**src/shared/sdpdt_pkg.sv**
```systemverilog
// Package for the DDR3 power-down and termination control block.
// Assumes one command clock; commands arrive already decoded by the core.
package sdpdt_pkg;

  // ------------------------------------------------------------
  // Command encodings
  // ------------------------------------------------------------
  localparam logic [3:0] SDPDT_CMD_DESELECT = 4'hF;
  localparam logic [3:0] SDPDT_CMD_NOP = 4'h7;

  // ------------------------------------------------------------
  // Field positions and widths
  // ------------------------------------------------------------
  localparam int SDPDT_RTT_A2 = 2;
  localparam int SDPDT_RTT_A6 = 6;
  localparam int SDPDT_RTT_A9 = 9;
  localparam int SDPDT_TDQS_A11 = 11;
  localparam int SDPDT_DLL_A12 = 12;
  localparam int SDPDT_LAT_W = 5;
  localparam int SDPDT_PIPE_D = 32;
  localparam logic [SDPDT_LAT_W-1:0] SDPDT_ODT_OFFSET = 5'h02;

  // ------------------------------------------------------------
  // Timing constants
  // ------------------------------------------------------------
  localparam int SDPDT_CLK_MHZ = 100;
  localparam int SDPDT_TXPDLL_NS = 240;
  localparam logic [7:0] SDPDT_TXPDLL_CYC =
    8'((SDPDT_TXPDLL_NS * SDPDT_CLK_MHZ + 999) / 1000);

  // ------------------------------------------------------------
  // Types
  // ------------------------------------------------------------
  typedef enum logic [1:0]
  {
    SDPDT_ACTIVE = 2'b00,
    SDPDT_PDOWN = 2'b01,
    SDPDT_SREF = 2'b10,
    SDPDT_RELOCK = 2'b11
  } sdpdt_state_t;

  typedef struct packed
  {
    logic [15:0] mr1;
    logic [15:0] mr0;
    logic [SDPDT_LAT_W-1:0] cwl;
    logic [SDPDT_LAT_W-1:0] al;
  } sdpdt_cfg_t;

  typedef struct packed
  {
    logic odt_on;
    logic tdqs_on;
    logic [2:0] rtt_sel;
  } sdpdt_term_t;

endpackage : sdpdt_pkg

```
**src/rtl/sdpdt_ctrl.sv**
```systemverilog
// Power-down state tracking and on-die termination control of a DDR3 device.
// Assumes CKE, ODT pins and the decoded command come from the controller.

module sdpdt_ctrl
  import sdpdt_pkg::*;
(
  input wire logic MCLK_IN,
  input wire logic SYS_RST_IN,
  input wire logic CKE_IN,
  input wire logic ODT_IN,
  input wire logic [3:0] CMD_IN,
  input wire logic SREF_IN,
  input wire logic BANKS_OPEN_IN,
  input wire logic DLL_RESET_IN,
  input wire sdpdt_cfg_t CFG_IN,
  output logic TERM_ON_OUT,
  output logic TDQS_TERM_OUT,
  output logic [2:0] RTT_SEL_OUT,
  output logic PDOWN_OUT,
  output logic DLL_ON_OUT,
  output logic SELF_REF_OUT
);

  // ------------------------------------------------------------
  // Input synchronisers
  // ------------------------------------------------------------
  logic cke_s1_r, cke_s2_r, odt_s1_r, odt_s2_r;

  always_ff @(posedge MCLK_IN)
  begin
    if (SYS_RST_IN)
    begin
      // Clock enable copies reset high, so release cannot mimic an entry.
      cke_s1_r <= 1'b1;
      cke_s2_r <= 1'b1;
      odt_s1_r <= 1'b0;
      odt_s2_r <= 1'b0;
    end
    else
    begin
      cke_s1_r <= CKE_IN;
      cke_s2_r <= cke_s1_r;
      odt_s1_r <= ODT_IN;
      odt_s2_r <= odt_s1_r;
    end
  end

  function automatic logic is_idle_cmd(input logic [3:0] c);
    is_idle_cmd = (c == SDPDT_CMD_NOP) || (c == SDPDT_CMD_DESELECT);
  endfunction : is_idle_cmd

  // ------------------------------------------------------------
  // Power-down state machine
  // ------------------------------------------------------------
  sdpdt_state_t state_r, state_nxt;
  logic dll_on_r, dll_on_nxt;
  logic [7:0] lock_cnt_r, lock_cnt_nxt;
  logic sync_ok;

  always_comb
  begin
    state_nxt = state_r;
    dll_on_nxt = dll_on_r;
    lock_cnt_nxt = lock_cnt_r;
    if (lock_cnt_r != 8'h00)
      lock_cnt_nxt = lock_cnt_r - 8'h01;
    case (state_r)
      SDPDT_ACTIVE:
      begin
        // Self-refresh entry wins, as its cycle may carry an idle command.
        if (!cke_s2_r && SREF_IN)
        begin
          state_nxt = SDPDT_SREF;
          dll_on_nxt = 1'b0;
        end
        else if (!cke_s2_r && is_idle_cmd(CMD_IN))
        begin
          state_nxt = SDPDT_PDOWN;
          if (!BANKS_OPEN_IN && !CFG_IN.mr0[SDPDT_DLL_A12])
            dll_on_nxt = 1'b0;
        end
      end
      SDPDT_PDOWN:
      begin
        if (cke_s2_r && is_idle_cmd(CMD_IN))
        begin
          state_nxt = dll_on_r ? SDPDT_ACTIVE : SDPDT_RELOCK;
          dll_on_nxt = 1'b1;
          lock_cnt_nxt = SDPDT_TXPDLL_CYC;
        end
      end
      SDPDT_SREF:
      begin
        if (cke_s2_r)
        begin
          state_nxt = SDPDT_RELOCK;
          dll_on_nxt = 1'b1;
          lock_cnt_nxt = SDPDT_TXPDLL_CYC;
        end
      end
      SDPDT_RELOCK:
      begin
        // A DLL reset restarts the lock wait after a frequency change.
        if (DLL_RESET_IN)
          lock_cnt_nxt = SDPDT_TXPDLL_CYC;
        else if (lock_cnt_r <= 8'h01)
          state_nxt = SDPDT_ACTIVE;
      end
      default:
        state_nxt = SDPDT_ACTIVE;
    endcase
  end

  always_ff @(posedge MCLK_IN)
  begin
    if (SYS_RST_IN)
    begin
      state_r <= SDPDT_ACTIVE;
      dll_on_r <= 1'b1;
      lock_cnt_r <= 8'h00;
    end
    else
    begin
      state_r <= state_nxt;
      dll_on_r <= dll_on_nxt;
      lock_cnt_r <= lock_cnt_nxt;
    end
  end

  assign sync_ok = dll_on_r && (state_r != SDPDT_RELOCK)
    && (state_r != SDPDT_SREF);

  // ------------------------------------------------------------
  // Termination latency pipeline
  // ------------------------------------------------------------
  // Delay is CWL+AL-2; a shift line keeps it exact up to its depth.
  logic [SDPDT_PIPE_D-1:0] odt_pipe_r, odt_pipe_nxt;
  logic [SDPDT_LAT_W-1:0] odt_lat;
  logic odt_late;
  sdpdt_term_t term_r, term_nxt;
  logic rtt_en;

  assign odt_lat = CFG_IN.cwl + CFG_IN.al - SDPDT_ODT_OFFSET;
  assign rtt_en = CFG_IN.mr1[SDPDT_RTT_A2] | CFG_IN.mr1[SDPDT_RTT_A6]
    | CFG_IN.mr1[SDPDT_RTT_A9];

  always_comb
  begin
    odt_pipe_nxt = {odt_pipe_r[SDPDT_PIPE_D-2:0], odt_s2_r};
    odt_late = (odt_lat == '0) ? odt_s2_r : odt_pipe_r[odt_lat - 5'h01];
    term_nxt = term_r;
    term_nxt.rtt_sel = {CFG_IN.mr1[SDPDT_RTT_A9], CFG_IN.mr1[SDPDT_RTT_A6],
      CFG_IN.mr1[SDPDT_RTT_A2]};
    if (state_r == SDPDT_SREF || !sync_ok || !rtt_en)
      term_nxt.odt_on = 1'b0;
    else
      term_nxt.odt_on = odt_late;
    term_nxt.tdqs_on = term_nxt.odt_on & CFG_IN.mr1[SDPDT_TDQS_A11];
  end

  always_ff @(posedge MCLK_IN)
  begin
    if (SYS_RST_IN)
    begin
      odt_pipe_r <= '0;
      term_r <= '0;
    end
    else
    begin
      odt_pipe_r <= odt_pipe_nxt;
      term_r <= term_nxt;
    end
  end

  // ------------------------------------------------------------
  // Outputs
  // ------------------------------------------------------------
  logic pd_r, sr_r;

  always_ff @(posedge MCLK_IN)
  begin
    if (SYS_RST_IN)
    begin
      pd_r <= 1'b0;
      sr_r <= 1'b0;
    end
    else
    begin
      pd_r <= (state_nxt == SDPDT_PDOWN);
      sr_r <= (state_nxt == SDPDT_SREF);
    end
  end

  assign TERM_ON_OUT = term_r.odt_on;
  assign TDQS_TERM_OUT = term_r.tdqs_on;
  assign RTT_SEL_OUT = term_r.rtt_sel;
  assign PDOWN_OUT = pd_r;
  assign DLL_ON_OUT = dll_on_r;
  assign SELF_REF_OUT = sr_r;

  // ------------------------------------------------------------
  // Checks
  // ------------------------------------------------------------
  chk_sref_term_off: assert property (
    @(posedge MCLK_IN) disable iff (SYS_RST_IN)
    (state_r == SDPDT_SREF) |=> !TERM_ON_OUT)
    else $error("Termination on during self-refresh.");

  chk_rtt_disable: assert property (
    @(posedge MCLK_IN) disable iff (SYS_RST_IN)
    !rtt_en |=> !TERM_ON_OUT)
    else $error("Termination on with nominal select off.");

  chk_strobe_term: assert property (
    @(posedge MCLK_IN) disable iff (SYS_RST_IN)
    TDQS_TERM_OUT |-> TERM_ON_OUT)
    else $error("Strobe termination without main termination.");

  chk_slow_dll_off: assert property (
    @(posedge MCLK_IN) disable iff (SYS_RST_IN)
    (state_r == SDPDT_ACTIVE && !cke_s2_r && is_idle_cmd(CMD_IN)
      && !BANKS_OPEN_IN && !CFG_IN.mr0[SDPDT_DLL_A12]) |=> !dll_on_r)
    else $error("DLL still on in slow precharge power-down.");

  chk_pd_entry: assert property (
    @(posedge MCLK_IN) disable iff (SYS_RST_IN)
    (state_r == SDPDT_ACTIVE && !cke_s2_r && is_idle_cmd(CMD_IN)
      && !SREF_IN) |=> PDOWN_OUT)
    else $error("Power-down not entered.");

  chk_relock_span: assert property (
    @(posedge MCLK_IN) disable iff (SYS_RST_IN)
    $fell(state_r == SDPDT_RELOCK) |-> $past(lock_cnt_r) == 8'h01)
    else $error("Relock left before DLL exit latency.");

  chk_relock_wait: assert property (
    @(posedge MCLK_IN) disable iff (SYS_RST_IN)
    $rose(state_r == SDPDT_RELOCK) |-> !sync_ok [*2])
    else $error("Synchronous termination before DLL exit latency.");

  chk_pin_follow: assert property (
    @(posedge MCLK_IN) disable iff (SYS_RST_IN)
    (sync_ok && rtt_en && !odt_late) |=> !TERM_ON_OUT)
    else $error("Termination on with pin low.");

  chk_sync_gate: assert property (
    @(posedge MCLK_IN) disable iff (SYS_RST_IN)
    TERM_ON_OUT |-> $past(sync_ok))
    else $error("Termination on without locked DLL.");

endmodule : sdpdt_ctrl

```
**config.mk**
```make
export PLATFORM = sky130hd
export DESIGN_NAME = sdpdt_ctrl
export DESIGN_NICKNAME = d
export VERILOG_FILES = /design/src/shared/sdpdt_pkg.sv /design/src/rtl/sdpdt_ctrl.sv
export SDC_FILE = /design/constraint.sdc
export NUM_CORES = 1
export LEC_CHECK = 0
export BUFFER_PORTS_ARGS = -buffer_cell sky130_fd_sc_hd__clkbuf_2
export CAP_MARGIN = 10
export CORE_MARGIN = 2
export CORE_UTILIZATION = 50
export DETAILED_ROUTE_END_ITERATION = 10
export PLACE_DENSITY = 0.76
export RECOVER_POWER = 50
export SLEW_MARGIN = 5
export SYNTH_ARGS = -nofsm -noshare
export SYNTH_HDL_FRONTEND = slang
export SYNTH_SLANG_ARGS = --single-unit
```
**constraint.sdc**
```tcl
create_clock -name MCLK_IN -period 3.2 [get_ports MCLK_IN]
set_clock_uncertainty 0.1 [all_clocks]
set_input_delay 0 -clock MCLK_IN [delete_from_list [all_inputs] [get_ports MCLK_IN]]
set_output_delay 0 -clock MCLK_IN [all_outputs]
set_load 0.005 [all_outputs]
```
# After elaboration in Yosys (flattened, before gate mapping)
# Cells that the tools add are included.
# word_totals
reg_bits	54
latch_bits	0
ram_bits	0
rom_bits	0
inputBits	53
out_inout_bits	8
word_cells	77
mem_count	0
# op_classes
add_sub_neg	4
n_mul	0
n_div	0
n_lt_le_gt_ge	2
n_eq_ne	13
n_shift	0
muxes	23
n_bitwise	3
n_reduce_logical	19
# op_table
op	n
two-way mux 8 bit	4
case mux 8 bit (3 select lines)	1
two-way mux 2 bit	7
less-or-equal comparator 8 x 1 -> 1 bit (second input constant)	1
two-way mux 1 bit	8
!= test 2 bit (second input constant)	4
case mux 2 bit (4 select lines)	1
nonzero test 8 bit	1
subtractor 8 x 1 -> 8 bit (second input constant)	1
equality test 2 bit (second input constant)	3
logical AND 1 bit	6
< comparator 5 x 6 -> 1 bit (second input constant)	1
!= test 3 bit (second input constant)	2
adder 5 bit	1
binary-select mux 1 bit (select 5 bit)	1
zero test 1 bit	5
zero test 5 bit	1
AND reduction 5 bit	1
subtractor 5 x 1 -> 5 bit (second input constant)	1
subtractor 5 x 2 -> 5 bit (second input constant)	1
equality test 2 x 1 -> 1 bit (second input constant)	2
equality test 4 x 3 -> 1 bit (second input constant)	1
equality test 4 bit (second input constant)	1
logical OR 1 bit	3
other kinds (5)	6

# Logic depth before layout (Yosys ltp)
# depth
ltp_word	8
ltp_mapped	11
mapped_depth_nobuf	10

# Worst setup path before layout
# No wires, ideal clock.
# synth_timing
kind	in2reg
from	in CFG_IN[1] (netlist name)
to	reg term_r, in the netlist TDQS_TERM_OUT
setup_time_ns	0.131
arrival_time_ns	2.209
t_required_ns	2.969
slack_ns	0.760
stages	11
path_buffers	1
cell_sequence	inv_1 -> ha_1 -> inv_1 -> ha_1 -> inv_1 -> ha_1 -> buf_1 -> mux4_1 -> mux4_2 -> a32oi_1 -> a211oi_1
# synth_via
elab_chain_len	8
word_cells_on_any_way	9
classes_between	add/sub: 3; mux: 4; bitwise: 1; reduce/logical: 1
# synth_rtl
item	line_no	rtl
from (decl)	sdpdt_ctrl.sv:15	input wire sdpdt_cfg_t CFG_IN,
adder 5 bit *	sdpdt_ctrl.sv:143	assign odt_lat = CFG_IN.cwl + CFG_IN.al - SDPDT_ODT_OFFSET;
subtractor 5 x 2 -> 5 bit *	sdpdt_ctrl.sv:143	
subtractor 5 x 1 -> 5 bit	sdpdt_ctrl.sv:150	odt_late = (odt_lat == '0) ? odt_s2_r : odt_pipe_r[odt_lat - 5'h01];
binary-select mux 1 bit (select 5 bit)	sdpdt_ctrl.sv:150	
two-way mux 1 bit (implied by the code)	sdpdt_ctrl.sv:150	
two-way mux 1 bit *	sdpdt_ctrl.sv:150	
two-way mux 1 bit *	sdpdt_ctrl.sv:154	if (state_r == SDPDT_SREF || !sync_ok || !rtt_en)
AND 1 bit *	sdpdt_ctrl.sv:158	term_nxt.tdqs_on = term_nxt.odt_on & CFG_IN.mr1[SDPDT_TDQS_A11];
to (signal assigned)	sdpdt_ctrl.sv:171	term_r <= term_nxt;
to (decl)	sdpdt_ctrl.sv:140	sdpdt_term_t term_r, term_nxt;
# Every way passes the cells marked *; elsewhere a longest branch is shown, timed or not. The select of a mux whose other input is x is not followed.
# A chain may end at the register's enable or synchronous reset.

# Final worst setup path
# layout_timing
from	in CFG_IN[6] (netlist name)
to	reg term_r, in the netlist TDQS_TERM_OUT
# The elaborated chain is that of the path after synthesis.

==> summary.txt <==
Clock tree
  • Clk_lat worst skew: between 0.3 and 0.4 ns
  • TritonCTS Sinks: 54
  • CTS tree: built
  • CTS H-tree lvls: 2
  • Root buffer cell: clkbuf_8
  • CTS clk-pin slew, worst paths: 0.09 ns
  • Max Buffers Root-to-Sink: 2
  • CTS Buf Count: 5

Min path
  • WHS Path Cells: 5
  • Tightest Hold Check Type: in -> reg
  • Hold wc startpoint: BANKS_OPEN_IN
  • Hold endpoint: DLL_ON_OUT

STA
  • RSZ-0062 raised after global routing: no
  • Final worst-path cycle share: about nine tenths
  • Final Hold Viols: 0
  • Slew Viols, Final: 48
  • Worst-margin pin slew: between 1.5 and 2 ns
  • Fin crit period: 2.84 ns
  • Fmax: between 300 and 400 MHz
  • Final setup fails: 0
  • Fin Setup TNS: 0 ns
  • Worst slew margin: -22.2%

Power and ir drop
  • VDD IR max: between 0.2 and 0.3 mV
  • Leakage dissipation: between 1 and 1.5 nW
  • Pwr per Cell Area: 656 nW/um^2

Routing
  • Antenna viol nets, final: 0
  • Vias per Instance: about 5
  • Vias: about 1,700
  • 1st-pass router iterations: 4
  • DRC: 0
  • WL/cell: roughly 13 um
  • DR iter-0 viols: between 90 and 100
  • Final WL: approximately 4.2 mm

Floorplanning
  • Die Span X: between 70 and 80 um
  • Initial Utilization: 51.9%
  • Die Area: between 5000 and 6000 sq um
  • Core area: between 4000 and 5000 sq um
  • Die height: between 70 and 80 um
  • IO Count: ~60
  • Row count: 25

Setup path
  • Reg2Reg Depth: 5
  • Reg2reg start: odt_pipe_r[2]
  • Worst setup SP type: input port
  • R2r endpoint: TDQS_TERM_OUT
  • FF-to-FF setup slack: roughly 0.84 ns
  • CP endpoint kind: flip-flop
  • Crit Path Class: in -> reg
  • Critical path arrival: approximately 3 ns
  • CP max FO: 8
  • Req. time, crit path: between 3 and 4 ns

Run status
  • Failing checks: capacitance limit, slew limit
  • Status: complete, but fails checks

Synthesis
  • Mapped Area: roughly 2500 sq um
  • Syn_nets: a little under 300
  • Synthesized instance count: ~230
  • Distinct cells, synth: 45
  • Ys Warns: 0
  • EDFF count, synth: 0
  • Post-synth ARST share: 0%
  • Seq/Total Area, Yosys: about 44%
  • Main synth FF type: dfxtp_1
  • FF+latch count, synth: 54
  • Avg Cell Area, Syn: ~11 sq um

Layout
  • Nets@finish: roughly 340
  • Non-Filler Instances: ~340
  • Area grow syn2layout: 16.1%
  • Ant diodes: 0
  • Final Instance Area: 2870 sq um
  • Final Core Density: approximately three fifths
  • Fillers: 393
  • Share of cells above drive strength 1: between 20% and 30%

Global routing
  • GRT Total Usage: 17.2%
  • Vias in the first global route: approximately 1,600
  • Initial antenna violation count: 0
  • First-pass GRT wire length: between 7 and 8 mm
  • Pin count of the biggest net entering global routing: 48
  • Grt ovf: 0

Placement
  • Area after DPL: 2680 sq um
  • Post-detail-place hpwl: slightly above 3 mm
  • Port buffer count: 32
  • Placer Congestion: 0.829
  • Inst Count DP: 322

Run
  • Max Cap Viol: 1
## cell usage after synthesis, drive strengths merged (4+ instances only)
library cell	n	share of area, %
a21oi	6	1.2
clkbuf	4	0.61
dfxtp	54	44
ha	14	7.1
inv	21	3.2
mux4	10	9.6
nand2	8	1.2
nand3	4	0.81
nor2	12	1.8
nor2b	37	9.4
nor3	4	1.0
nor4	4	1.0
xnor2	9	3.5
## worst max-delay path by stage
stage	startpoint	end
floorplan	CFG_IN[1]	TDQS_TERM_OUT
global placement	CFG_IN[1]	TDQS_TERM_OUT
detailed placement	CFG_IN[6]	TDQS_TERM_OUT
CTS	CFG_IN[6]	TDQS_TERM_OUT
global route	CFG_IN[6]	TDQS_TERM_OUT
finish	CFG_IN[6]	TDQS_TERM_OUT
## critical path: stages
cell and delay [ns]:
clkbuf_2 0.07, inv_1 0.03, ha_1 0.26, inv_1 0.04, ha_1 0.31, inv_1 0.05, ha_1 0.47, mux4_2 0.38
mux4_2 0.46, a32oi_1 0.21, a211oi_1 0.10, dlygate4sd3_1 0.56
## per-stage QoR
stage	hold slack (ns)	total power, W	setup WS (ns)
2_1_floorplan	0.00381	0.00131	0.760
3_3_place_gp	0.102	0.00142	0.603
3_5_place_dp	0.101	0.00144	0.568
4_1_cts	0.125	0.00190	0.361
5_1_grt	0.140	0.00202	0.198
6_report	0.129	0.00188	0.363
## layout by cell type (no fill, tap or decap), types with 5 or more instances in the layout
cell	count
a21oi_1	6
clkbuf_2	31
clkbuf_8	5
dfxtp_1	54
dlygate4sd3_1	8
ha_1	14
inv_1	21
mux4_2	7
nand2_1	8
nor2_1	12
nor2b_1	37
xnor2_1	8
## flip-flops by register name, indices dropped and copies added, names as in the netlist
signal         flops
PDOWN_OUT          1
cke_s1_r           1
DLL_ON_OUT         1
state_r            2
odt_s2_r           1
RTT_SEL_OUT        3
odt_s1_r           1
lock_cnt_r         8
TDQS_TERM_OUT      1
odt_pipe_r        32
cke_s2_r           1
SELF_REF_OUT       1
TERM_ON_OUT        1
## power breakdown
group	total (W)	internal, W	switching (W)
Combinational	0.000635	0.000306	0.000329
Sequential	0.000799	0.000739	0.0000606
Clock	0.000446	0.000230	0.000215
Total	0.00188	0.00128	0.000605
## logic make-up (layout without fill, tap and decap cells)
| logic type | after synthesis | after routing | share of synthesized area, % |
|---|---|---|---|
| simple gates | 81 | 81 | 18.8 |
| flops | 54 | 54 | 43.8 |
| compound gates | 28 | 28 | 9.58 |
| buf+inv | 28 | 70 | 4.87 |
| fa+ha+maj | 15 | 15 | 7.91 |
| xor+xnor | 13 | 13 | 5.47 |
| mux | 10 | 10 | 9.58 |
## layer usage
layer	part of all wire [%]	up-vias	track usage, %
met5	0	-	0
met4	1.9	0	7.14
met3	3.4	7	4.47
met2	48	29	27.5
met1	47	792	22.3
li1	-	864	-
## area by class of cell
type | count | area, sq um | area share (%)
Multi-Input combinational cell | 147 | 1270 | 44.2
Clock buffer | 5 | 68.8 | 2.40
Inverter | 21 | 78.8 | 2.75
Clock inverter | 3 | 40.0 | 1.40
Sequential cell | 54 | 1080 | 37.7
Timing Repair Buffer | 41 | 246 | 8.60
Tap cell | 67 | 83.8 | 2.92
## timing repair
action / 4_1_cts / 5_1_grt
resized for setup: 0 / 0
setup endpoints to repair: 0 / 0
hold endpoints to repair: 8 / 0
buffers inserted: 0 / 0
hold buffers: 8 / 0
(Power assumes the default switching activity.)
